[src/verilog/otpspw_pkg.sv]
// package for the otp self-program writer: register map, fields, timing
package otpspw_pkg;
    localparam logic [7:0] OTP_WRITE_CONTROL_ADDR   = 8'h2D;
    localparam logic [7:0] OTP_WRITE_DATA_LOW_ADDR  = 8'h2E;
    localparam logic [7:0] OTP_WRITE_DATA_HIGH_ADDR = 8'h2F;
    localparam logic [7:0] CTRL_RESET               = 8'h00;
    localparam logic [7:0] DATA_LOW_RESET           = 8'h00;
    localparam logic [6:0] DATA_HIGH_RESET          = 7'h00;
    localparam int         WRITE_GATE_BIT           = 3;
    localparam int         WRITE_TRIGGER_BIT        = 2;
    localparam int         WORD_W                   = 15;
    localparam int         PTR_W                    = 8;
    localparam int         CLK_HZ                   = 50_000_000;
    localparam int         WRITE_TIME_US            = 100;
    localparam int         WRITE_CYCLES             = WRITE_TIME_US * (CLK_HZ / 1_000_000);

    typedef enum logic [0:0]
    {
        OTPSPW_IDLE  = 1'b0,
        OTPSPW_WRITE = 1'b1
    } otpspw_state_t;

    // cpu side register access, one instruction per enabled cycle
    typedef struct packed
    {
        logic             wr;
        logic [7:0]       addr;
        logic [7:0]       wdata;
        logic             instr_end;
    } otpspw_cpu_t;

    // request to the otp array
    typedef struct packed
    {
        logic              prog;
        logic [PTR_W-1:0]  addr;
        logic [WORD_W-1:0] data;
    } otpspw_prog_t;
endpackage

[src/verilog/otpspw_writer.sv]
// otp self-program writer: control and data registers, write sequencer, table read
module otpspw_writer
    import otpspw_pkg::*;
#(
    parameter int WRITE_CLKS = WRITE_CYCLES
)
(
    input  wire logic              clk_i,          // system clock, 50 MHz
    input  wire logic              srst_i,         // synchronous reset, active high
    input  wire otpspw_cpu_t       cpu_i,          // register access from the cpu
    input  wire logic              instr_en_i,     // one pulse per instruction cycle
    input  wire logic [PTR_W-1:0]  table_ptr_i,    // table pointer, word in last page
    input  wire logic              table_rd_i,     // last_page_table_read pulse
    input  wire logic [WORD_W-1:0] otp_rdata_i,    // word from otp array
    output logic [7:0]             cpu_rdata_o,    // register read data
    output logic                   cpu_stall_o,    // cpu halted while programming
    output otpspw_prog_t           otp_prog_o,     // programming request to array
    output logic [7:0]             table_low_o,    // low byte of table read
    output logic [7:0]             table_high_byte_o // read-only high part
);
    logic                  write_gate;
    logic                  write_trigger;
    logic [7:0]            data_low;
    logic [6:0]            data_high;
    logic                  gate_prev_instr;
    otpspw_state_t         state;
    logic [31:0]           cnt;
    logic [7:0]            rdata;
    logic                  stall;
    otpspw_prog_t          prog;
    logic [7:0]            tlow;
    logic [7:0]            thigh;

    logic                  next_write_gate;
    logic                  next_write_trigger;
    logic [7:0]            next_data_low;
    logic [6:0]            next_data_high;
    logic                  next_gate_prev_instr;
    otpspw_state_t         next_state;
    logic [31:0]           next_cnt;
    logic [7:0]            next_rdata;
    logic                  next_stall;
    otpspw_prog_t          next_prog;
    logic [7:0]            next_tlow;
    logic [7:0]            next_thigh;

    logic                  ctrl_wr;
    logic                  set_gate;
    logic                  set_trig;
    logic                  start;
    logic                  done;

    assign ctrl_wr  = instr_en_i && cpu_i.wr && !stall && (cpu_i.addr == OTP_WRITE_CONTROL_ADDR);
    assign set_gate = ctrl_wr && cpu_i.wdata[WRITE_GATE_BIT];
    assign set_trig = ctrl_wr && cpu_i.wdata[WRITE_TRIGGER_BIT];
    // trigger only counts if the gate was set by the immediately preceding instruction
    assign start    = (state == OTPSPW_IDLE) && set_trig && write_gate && gate_prev_instr;
    assign done     = (state == OTPSPW_WRITE) && (cnt == 32'(WRITE_CLKS - 1));

    always_comb
    begin
        next_write_gate      = write_gate;
        next_write_trigger   = write_trigger;
        next_data_low        = data_low;
        next_data_high       = data_high;
        next_gate_prev_instr = gate_prev_instr;
        next_state           = state;
        next_cnt             = cnt;
        next_stall           = stall;
        next_prog            = prog;
        if (instr_en_i && !stall)
        begin
            // gate-then-trigger window lasts exactly one instruction
            next_gate_prev_instr = set_gate && !write_gate && !set_trig;
        end
        if (instr_en_i && cpu_i.wr && !stall)
        begin
            if (cpu_i.addr == OTP_WRITE_CONTROL_ADDR)
            begin
                next_write_gate = cpu_i.wdata[WRITE_GATE_BIT];
                // a bare trigger without a prepared gate stays clear
                next_write_trigger = start;
            end
            else if (cpu_i.addr == OTP_WRITE_DATA_LOW_ADDR)
            begin
                next_data_low = cpu_i.wdata;
            end
            else if (cpu_i.addr == OTP_WRITE_DATA_HIGH_ADDR)
            begin
                next_data_high = cpu_i.wdata[6:0];
            end
        end
        case (state)
            OTPSPW_IDLE:
            begin
                next_prog.prog = 1'b0;
                if (start)
                begin
                    next_state     = OTPSPW_WRITE;
                    next_cnt       = 32'h0000_0000;
                    next_stall     = 1'b1;
                    next_write_gate = 1'b1;
                    next_prog.prog = 1'b1;
                    next_prog.addr = table_ptr_i;
                    next_prog.data = {data_high, data_low};
                end
            end
            OTPSPW_WRITE:
            begin
                next_cnt = cnt + 32'h0000_0001;
                if (done)
                begin
                    next_state         = OTPSPW_IDLE;
                    next_stall         = 1'b0;
                    next_write_gate    = 1'b0;
                    next_write_trigger = 1'b0;
                    next_prog.prog     = 1'b0;
                end
            end
            default:
            begin
                next_state = OTPSPW_IDLE;
            end
        endcase
    end

    always_ff @(posedge clk_i)
    begin
        if (srst_i)
        begin
            write_gate      <= CTRL_RESET[WRITE_GATE_BIT];
            write_trigger   <= CTRL_RESET[WRITE_TRIGGER_BIT];
            data_low        <= DATA_LOW_RESET;
            data_high       <= DATA_HIGH_RESET;
            gate_prev_instr <= 1'b0;
            state           <= OTPSPW_IDLE;
            cnt             <= 32'h0000_0000;
            stall           <= 1'b0;
            prog            <= '0;
        end
        else
        begin
            write_gate      <= next_write_gate;
            write_trigger   <= next_write_trigger;
            data_low        <= next_data_low;
            data_high       <= next_data_high;
            gate_prev_instr <= next_gate_prev_instr;
            state           <= next_state;
            cnt             <= next_cnt;
            stall           <= next_stall;
            prog            <= next_prog;
        end
    end

    // register read and table read capture
    always_comb
    begin
        next_rdata = 8'h00;
        if (cpu_i.addr == OTP_WRITE_CONTROL_ADDR)
        begin
            next_rdata = {4'h0, write_gate, write_trigger, 2'h0};
        end
        else if (cpu_i.addr == OTP_WRITE_DATA_LOW_ADDR)
        begin
            next_rdata = data_low;
        end
        else if (cpu_i.addr == OTP_WRITE_DATA_HIGH_ADDR)
        begin
            next_rdata = {1'b0, data_high};
        end
        next_tlow  = tlow;
        next_thigh = thigh;
        if (table_rd_i && !stall)
        begin
            next_tlow  = otp_rdata_i[7:0];
            next_thigh = {1'b0, otp_rdata_i[WORD_W-1:8]};
        end
    end

    always_ff @(posedge clk_i)
    begin
        if (srst_i)
        begin
            rdata <= 8'h00;
            tlow  <= 8'h00;
            thigh <= 8'h00;
        end
        else
        begin
            rdata <= next_rdata;
            tlow  <= next_tlow;
            thigh <= next_thigh;
        end
    end

    assign cpu_rdata_o       = rdata;
    assign cpu_stall_o       = stall;
    assign otp_prog_o        = prog;
    assign table_low_o       = tlow;
    assign table_high_byte_o = thigh;

    // assertions
    // helper for the length check: cycles spent in the current stall run
    logic [31:0]           stall_len;
    logic [31:0]           next_stall_len;

    always_comb
    begin
        next_stall_len = 32'h0000_0000;
        if (stall)
        begin
            next_stall_len = stall_len + 32'h0000_0001;
        end
    end

    always_ff @(posedge clk_i)
    begin
        if (srst_i)
        begin
            stall_len <= 32'h0000_0000;
        end
        else
        begin
            stall_len <= next_stall_len;
        end
    end
endmodule

[config.mk]
export PLATFORM = sky130hd
export DESIGN_NAME = otpspw_writer
export DESIGN_NICKNAME = d
export VERILOG_FILES = /design/src/verilog/otpspw_pkg.sv /design/src/verilog/otpspw_writer.sv
export SDC_FILE = /design/constraint.sdc
export NUM_CORES = 1
export LEC_CHECK = 0
export ABC_AREA = 1
export BUFFER_PORTS_ARGS = -buffer_cell sky130_fd_sc_hd__buf_2
export CORE_MARGIN = 2
export CORE_UTILIZATION = 50
export CTS_CLUSTER_DIAMETER = 60
export DETAILED_ROUTE_END_ITERATION = 8
export PLACE_DENSITY = 0.71
export SLEW_MARGIN = 20
export SYNTH_ARGS = -nofsm -noshare
export SYNTH_HDL_FRONTEND = slang
export SYNTH_SLANG_ARGS = --single-unit
export TNS_END_PERCENT = 100
[constraint.sdc]
create_clock -name clk_i -period 2.7 [get_ports clk_i]
set_input_delay 0 -clock clk_i [delete_from_list [all_inputs] [get_ports clk_i]]
set_output_delay 0 -clock clk_i [all_outputs]
set_load 0.01 [all_outputs]
Word-level counts from Yosys, hierarchy flattened. Index checks and enable logic that the tools add are counted.

Input port bits: 45. RAM bits: 0. Flip-flop bits (word level): 99. Output and inout port bits: 49. Memory bits (read-only): 0. Memories: 0. Word-level logic and storage cells: 68. Bits in latches: 0.

Magnitude comparators: 0. Add/sub/neg operators: 1. Div/mod/pow operators: 0. $mul: 0. Multiplexer cells: 22. Equal/unequal tests: 6. Shift operators: 0. Bitwise gates (word level): 3. Reduce and logical (&&, ||, !) cells: 21.

Operator list (number): case mux 32 bit (2 select lines) (1); adder 32 x 1 -> 32 bit (second input constant) (1); == test 32 x 13 -> 1 bit (second input constant) (1); 2-to-1 mux 32 bit (1); == test 8 x 6 -> 1 bit (second input constant) (3); 2-to-1 mux 24 bit (1); logical AND 1 bit (13); 2-to-1 mux 1 bit (12); 2-to-1 mux 8 bit (1); case mux 1 bit (2 select lines) (4); 2-to-1 mux 7 bit (1); 2-to-1 mux 4 bit (1); AND reduction 2 bit (2); AND reduction 4 bit (1); zero test 1 bit (3); NOT 1 bit (3); AND reduction 3 bit (1); inequality test 2 x 1 -> 1 bit (second input constant) (1); inequality test 2 bit (second input constant) (1); OR reduction 2 bit (1).

Longest topological paths before layout. Gate-level depths: netlist of run 1.

Depth in word-level cells: 11. Depth in mapped cells: 11. Depth with buffers taken out: 10.

Least setup slack after synthesis of run 1. OpenSTA, ideal clock, no wires.

Path kind: register to register. From: register cnt[0]. To: register cnt[22]. Setup time: 113 ps. Slack: 1315 ps. Arrival: 1271 ps. Path buffers: 0. Required time: 2587 ps. Stages on the path, launching flop included: 9. Period minus slack after synthesis: 1385 ps. Path through: dfxtp_1 > ha_1 > nand2_1 > nor2_1 > nand3_1 > nor2_2 > nand4_1 > nor2_1 > nor2_1.

Cells in the longest elaborated chain, start to end: 2.

Ends and longest elaborated chain: from (decl) (RTL line otpspw_writer.sv:27) `logic [31:0] cnt;`; from (signal assigned) (RTL line otpspw_writer.sv:149) `cnt <= next_cnt;`; adder 32 x 1 -> 32 bit (RTL line otpspw_writer.sv:110) `next_cnt = cnt + 32'h0000_0001;`; case mux 32 bit (2 select lines) (RTL line otpspw_writer.sv:93) `case (state)`.

Every way passes these cells. A chain may end at the register's enable or synchronous reset.

Final worst setup path of run 1.
From: register stall (netlist: cpu_stall_o). To: register prog (netlist bit otp_prog_o[6]).

Cells in the longest elaborated chain, start to end: 8.

Ends and longest elaborated chain: from (decl) (RTL line otpspw_writer.sv:29) `logic stall;`; from (signal assigned) (RTL line otpspw_writer.sv:150) `stall <= next_stall;`; zero test 1 bit (RTL line otpspw_writer.sv:53) `assign ctrl_wr = instr_en_i && cpu_i.wr && !stall && (cpu_i.addr == OTP_WRITE_CONTROL_ADDR);`; logical AND 1 bit (2 in a row) (RTL line otpspw_writer.sv:53); logical AND 1 bit (RTL line otpspw_writer.sv:55) `assign set_trig = ctrl_wr && cpu_i.wdata[WRITE_TRIGGER_BIT];`; logical AND 1 bit (3 in a row) (RTL line otpspw_writer.sv:57) `assign start = (state == OTPSPW_IDLE) && set_trig && write_gate && gate_prev_instr;`; AND reduction 2 bit (no line); to (signal assigned) (RTL line otpspw_writer.sv:151) `prog <= next_prog;`; to (decl) (RTL line otpspw_writer.sv:30) `otpspw_prog_t prog;`.

Every way passes these cells.

==> out/qor.csv, run 1 <==
stage,metric,value,unit
logic_synthesis,"Distinct cells, synth",37,
logic_synthesis,post-synthesis simple-gate area fraction,32.9,%
route,drt via density,5.14,
clock_tree,clk root buf,clkbuf_8,
critical_path,critical path required time,3010,ps
layout,"Core Util, Final",62.1,%
critical_path,worst setup path endpoint,otp_prog_o[6],
power_and_ir_drop,leakage,2.34,nW
power_and_ir_drop,Design Power,2.56,mW
power_and_ir_drop,clock power share,35.5,%
grt,GR met2 Demand/Resource,41.2,%
clock_tree,post-cts gate resize count,0,
timing,setup ws final,837,ps
clock_tree,H-tree level count,3,
timing,Fmax achieved,537,MHz
grt,pin count of the biggest net entering global routing,51,
power_and_ir_drop,Pwr Density,450,nW/um^2
timing,Pins Over Slew Limit,0,
clock_tree,CTS tree,built,
grt,GR peak layer,met2,
floorplan,row cnt,35,
flow_run,max_cap viols,0,
logic_synthesis,Gate Count Post-Synth,676,
floorplan,die area,10200,um^2
grt,All-Layer GR Usage,24.3,%
logic_synthesis,Synth area leaders,"dfxtp_1, nor2_1, nand2_1",
worst_hold_path,Hold/Removal Path Class,in2reg,
power_and_ir_drop,net switching power figure,632,uW
logic_synthesis,largest family of logic cells by synthesized area,simple AND/OR/NAND/NOR gates,
logic_synthesis,Syn Std Cell Area,4680,um^2
placed_design,# port buffers,91,
logic_synthesis,post-synthesis mux area share,0,%
floorplan,Core Region,9150,um^2
clock_tree,CTS Buf Count,9,
critical_path,worst r2r path cells,8,
logic_synthesis,sequential fraction of the synthesis area,42.3,%
route,# DRC,0,
logic_synthesis,syn avg cell area,6.93,um^2
logic_synthesis,yosys warns,0,
floorplan,Die Wd,101,um
timing,final hold vios,0,
route,Routed Antenna Nets,0,
floorplan,num ports,94,
route,WL final,12.0,mm
power_and_ir_drop,Pint,1.92,mW
logic_synthesis,post-synthesis adder-cell area fraction,0.267,%
power_and_ir_drop,combinational share of power,6.5,%
critical_path,critical path arrival,2170,ps
floorplan,chip height,101,um
critical_path,kind of critical path,reg2reg,
logic_synthesis,Yosys reg bits,99,
worst_hold_path,hold path start,cpu_i[9],
clock_tree,CTS Sinks,99,
power_and_ir_drop,Sw Share,24.7,%
critical_path,flop2flop setup slack,840,ps
grt,met3 Usage GRT,6.52,%
layout,number of diodes,0,
layout,share of layout cells above drive strength 1,19.0,%
critical_path,Crit Reg-Reg Startpoint,cpu_stall_o,
layout,NumNets Final,836,
clock_tree,clock slew at reported path FFs,100,ps
critical_path,crit path launch type,flip-flop,
power_and_ir_drop,Flop pwr share,58.0,%
route,wire length per cell,13.2,um
placed_design,pre-CTS WS,863,ps
power_and_ir_drop,maximum VDD drop,0.405,mV
critical_path,critical path peak fanout,40,
route,Via Count,4655,
logic_synthesis,cell taking the most area after synthesis,dfxtp_1,
placed_design,post-DP HPWL,8.14,mm
placed_design,Final Wtd Congestion,0.930,
timing,Final TNS setup,0,ps
timing,fin crit share,69.0,%
status,status,"complete, no violations",
grt,grt ovf,0,
logic_synthesis,area share of the largest cell type after synthesis,42.3,%
critical_path,critical path startpoint,cpu_stall_o,
timing,Setup Skew,7.77,ps
timing,# setup viols final,0,
clock_tree,Clock Path Buffers,2,
grt,vias in the first global route,4411,
logic_synthesis,Post-Synth XOR/XNOR Area,0,%
layout,area grow syn2layout,21.3,%
timing,RSZ-0062 raised after global routing,false,
floorplan,Initial Util,51.2,%
clock_tree,clk_lat worst skew,370,ps
grt,antenna violations before repair,0,
critical_path,Reg-to-Reg End,otp_prog_o[6],
logic_synthesis,Synth Area in Compound Gates,15.6,%
critical_path,critical path endpoint category,flip-flop,
route,iteration-0 DRC count of the detailed router,246,
grt,met1 usage,30.5,%
logic_synthesis,syn nets,722,
timing,post-layout min period,1860,ps
timing,Slew HR,52.2,%
route,Pre-antenna DRT Iters,5,
grt,first-pass GRT wire length,19.8,mm
timing,Worst-Margin Slew,715,ps
## worst min-delay path by stage
stage / slack (ps) / to / depth (start not counted)
after floorplan: 130 / otp_prog_o[18] / 2
after global placement: 220 / otp_prog_o[18] / 3
after detailed placement: 230 / otp_prog_o[21] / 3
after CTS: 80 / cpu_rdata_o[7] / 4
after global routing: 110 / cnt[2] / 2
final: 90 / cpu_rdata_o[7] / 4
## logic make-up (layout without fill, tap and decap cells)
logic type	Yosys count	in the layout
DFF	99	99
and+or+nand+nor	352	352
buffers and inverters	96	215
adders and majority gates	1	1
AOI/OAI and AO/OA	127	127
other	1	1
## power by group through the flow
| stage | clock network (mW) | logic (mW) | registers, mW |
|---|---|---|---|
| after floorplan | 0 | 0.0606 | 1.52 |
| after global placement | 0 | 0.126 | 1.52 |
| after detailed placement | 0 | 0.129 | 1.52 |
| after CTS | 0.936 | 0.164 | 1.48 |
| after global routing | 0.977 | 0.183 | 1.49 |
| final | 0.908 | 0.167 | 1.48 |
## Yosys cell counts (all sizes together)
cell type / instances
nor2: 155
nand2: 132
dfxtp: 99
inv: 71
o21ai: 66
a21oi: 44
nand3: 39
buf: 15
nand4: 11
nor3: 11
clkbuf: 10
a211oi: 7
o22ai: 7
nand3b: 2
o21a: 2
and2: 1
conb: 1
ha: 1
o21bai: 1
or2: 1
## metal layers
| metal | vias up | part of all wire, % |
|---|---|---|
| met5 | - | 0 |
| met4 | 0 | 1.2 |
| met3 | 13 | 5.2 |
| met2 | 124 | 48 |
| met1 | 2121 | 45 |
| li1 | 2397 | - |
## per-stage QoR
stage / hold slack (ps) / instances / cell area (um^2)
2_1_floorplan: 135 / 676 / 4680
3_3_place_gp: 223 / 857 / 5160
3_5_place_dp: 232 / 857 / 5160
4_1_cts: 82.1 / 906 / 5680
5_1_grt: 107 / 906 / 5680
6_report: 92.1 / 906 / 5680
## layout by cell type (no fill, tap or decap), drive strengths merged
cell type / count
conb: 1
nand3: 39
a211oi: 7
dlygate4sd3: 33
dfxtp: 99
ha: 1
o21bai: 1
nand2: 132
nor3: 11
or2: 1
a21oi: 44
o21a: 2
o22ai: 7
clkinv: 4
buf: 95
inv: 73
nand3b: 2
nor2: 155
and2: 1
nand4: 11
clkbuf: 10
o21ai: 66
## cell type report
cell class,instances,area [um^2]
Inverter,71,269
Timing Repair Buffer,128,816
Sequential cell,99,1980
Multi-Input combinational cell,481,2290
Tap cell,111,139
Clock buffer,10,138
Fill cell,834,3470
Clock inverter,6,48.8
## worst max-delay path: stages, from the launching register on
cell     delay, ps
dfxtp_1        330
inv_1          110
nand3_1         80
inv_1          130
nand3_4        140
nor2_8         510
buf_4          280
o21ai_1         80
a21oi_2        140
## flip-flops by register name, summed over array words and instances, names as in the netlist
register,cells
table_high_byte_o,7
cpu_rdata_o,8
data_low,8
otp_prog_o,24
cpu_stall_o,1
gate_prev_instr,1
state,1
table_low_o,8
write_gate,1
write_trigger,1
cnt,32
data_high,7
## repair_timing
| item | in CTS | in global routing |
|---|---|---|
| endpoints found under the hold margin | 39 | 0 |
| hold buffers | 33 | 0 |
| buffers inserted | 0 | 0 |
(Power assumes the default switching activity.)
==> run 2: changes to the inputs <==
- clock period: 2.7 -> 1.85 ns (I/O delays scaled with it)
==> out/qor.csv, run 2 (synthesized netlist as in run 1, its figures left out) <==
stage,metric,value,unit
timing,Fmax achieved,614,MHz
floorplan,Core Region,9150,um^2
clock_tree,clk root buf,clkbuf_8,
critical_path,CP dominant cell by count,inv_2,
timing,Setup Skew,11.7,ps
critical_path,Crit Reg-Reg Startpoint,cpu_stall_o,
critical_path,critical path startpoint,cpu_stall_o,
placed_design,post-DP HPWL,8.66,mm
clock_tree,CTS Sinks,99,
placed_design,# port buffers,91,
grt,GR met2 Demand/Resource,44.3,%
route,# DRC,0,
critical_path,kind of critical path,reg2reg,
clock_tree,CTS tree,built,
placed_design,Final Wtd Congestion,0.893,
route,Routed Antenna Nets,0,
floorplan,Initial Util,51.2,%
critical_path,critical path endpoint category,flip-flop,
worst_hold_path,hold path start,srst_i,
timing,fin crit share,88.0,%
layout,"Most flops, register",cnt,
floorplan,Die Wd,101,um
route,Pre-antenna DRT Iters,5,
clock_tree,setup repair bufs after CTS,0,
clock_tree,CTS Buf Count,9,
timing,Final TNS setup,0,ps
flow_run,max_cap viols,0,
critical_path,critical path peak fanout,5,
critical_path,crit path launch type,flip-flop,
clock_tree,clock slew at reported path FFs,100,ps
timing,Pins Over Slew Limit,0,
power_and_ir_drop,Pwr Density,683,nW/um^2
grt,met3 Usage GRT,6.87,%
clock_tree,Clock Path Buffers,2,
grt,first-pass GRT wire length,20.9,mm
layout,number of diodes,0,
floorplan,chip height,101,um
layout,Final Cell Area,5770,um^2
timing,final hold vios,0,
critical_path,critical path arrival,1950,ps
grt,antenna violations before repair,0,
timing,Slew HR,65.9,%
clock_tree,clk_lat worst skew,370,ps
layout,area grow syn2layout,23.3,%
grt,pin count of the biggest net entering global routing,26,
layout,share of layout cells above drive strength 1,19.9,%
route,Via Count,4705,
grt,All-Layer GR Usage,25.6,%
critical_path,crit-path cells,inv_1 -> nand3_1 -> inv_2 -> nand3_4 -> inv_2 -> nand4_1 -> a21oi_1 -> dlygate4sd3_1,
clock_tree,H-tree level count,3,
worst_hold_path,Hold/Removal Path Class,in2reg,
timing,post-layout min period,1630,ps
timing,RSZ-0062 raised after global routing,false,
power_and_ir_drop,maximum VDD drop,0.649,mV
grt,met1 usage,31.1,%
status,status,"complete, no violations",
layout,"commonest non-fill, non-tap cell in the layout",nor2_1,
grt,grt ovf,0,
layout,max FFs per register,32,
power_and_ir_drop,leakage,2.38,nW
route,WL final,12.4,mm
layout,NumNets Final,842,
grt,GR peak layer,met2,
critical_path,slowest CP cell,dlygate4sd3_1,
layout,most frequent cells in the layout,"nor2_1, nand2_1, dfxtp_1",
floorplan,row cnt,35,
floorplan,die area,10200,um^2
route,drt via density,5.16,
placed_design,Placed Area,5220,um^2
route,iteration-0 DRC count of the detailed router,268,
timing,Worst-Margin Slew,509,ps
route,wire length per cell,13.6,um
timing,# setup viols final,0,
floorplan,num ports,94,
critical_path,critical path required time,2170,ps
grt,vias in the first global route,4647,
critical_path,Max stage delay on crit path,560,ps
layout,"Core Util, Final",63.1,%
==> run 2: changes by cell type in the layout (fill, tap and decap cells not counted), sizes merged <==
cell / change
buf: +6
clkinv: -3
bufinv: +1
inv: +1
clkbuf: +1
==> run 2: area by class of cell <==
| cell class | count | area [um^2] |
|---|---|---|
| clock inverters | 5 | 63.8 |
| inverters | 71 | 269 |
| multi-input cells | 481 | 2290 |
| fillers | 826 | 3380 |
| well taps | 111 | 139 |
| clock buffers | 11 | 151 |
| repair buffers | 134 | 873 |
| flip-flops and latches | 99 | 1980 |
==> run 2: worst paths after layout <==
kind | endpoint | slack [ps] | cells after the start
setup / recovery | gate_prev_instr | 220 | 8
hold / removal | cnt[8] | 100 | 4
setup reg to reg | gate_prev_instr | 220 | 8
hold reg to reg | write_trigger | 480 | 2
==> run 2: repair_timing <==
item	in CTS	in global routing
resized for setup	0	3
hold buffers	33	0
endpoints found under the setup margin	0	4
endpoints found under the hold margin	39	0
==> run 2: worst max-delay path, delay by kind of cell (launching register included) <==
kind                   cells  cell delay [ps]
AO/OA/AOI/OAI              1              120
buffers and inverters      4              840
flip-flops                 1              330
AND/OR/NAND/NOR            3              290
==> run 2: routing by layer <==
| metal | share of wire, % | up-vias |
|---|---|---|
| li1 | - | 2410 |
| met1 | 44 | 2140 |
| met2 | 49 | 136 |
| met3 | 5.7 | 19 |
| met4 | 1.3 | 0 |
| met5 | 0 | - |
==> run 2: stage by stage <==
step	power [mW]	std cells	hold slack, ps	worst slack (ps)
after global routing	4.08	912	106	11.6
after floorplan	2.31	676	135	465
after CTS	3.95	912	86.6	186
after detailed placement	2.41	863	230	212
after global placement	2.40	863	222	295
final	3.94	912	96.6	222
==> run 2: report_power, final <==
part | leakage (nW) | total, mW | internal [mW] | switching (mW)
registers | 0.801 | 2.16 | 2.15 | 0.0106
clock network | 0.112 | 1.53 | 0.717 | 0.813
logic | 1.47 | 0.249 | 0.120 | 0.129
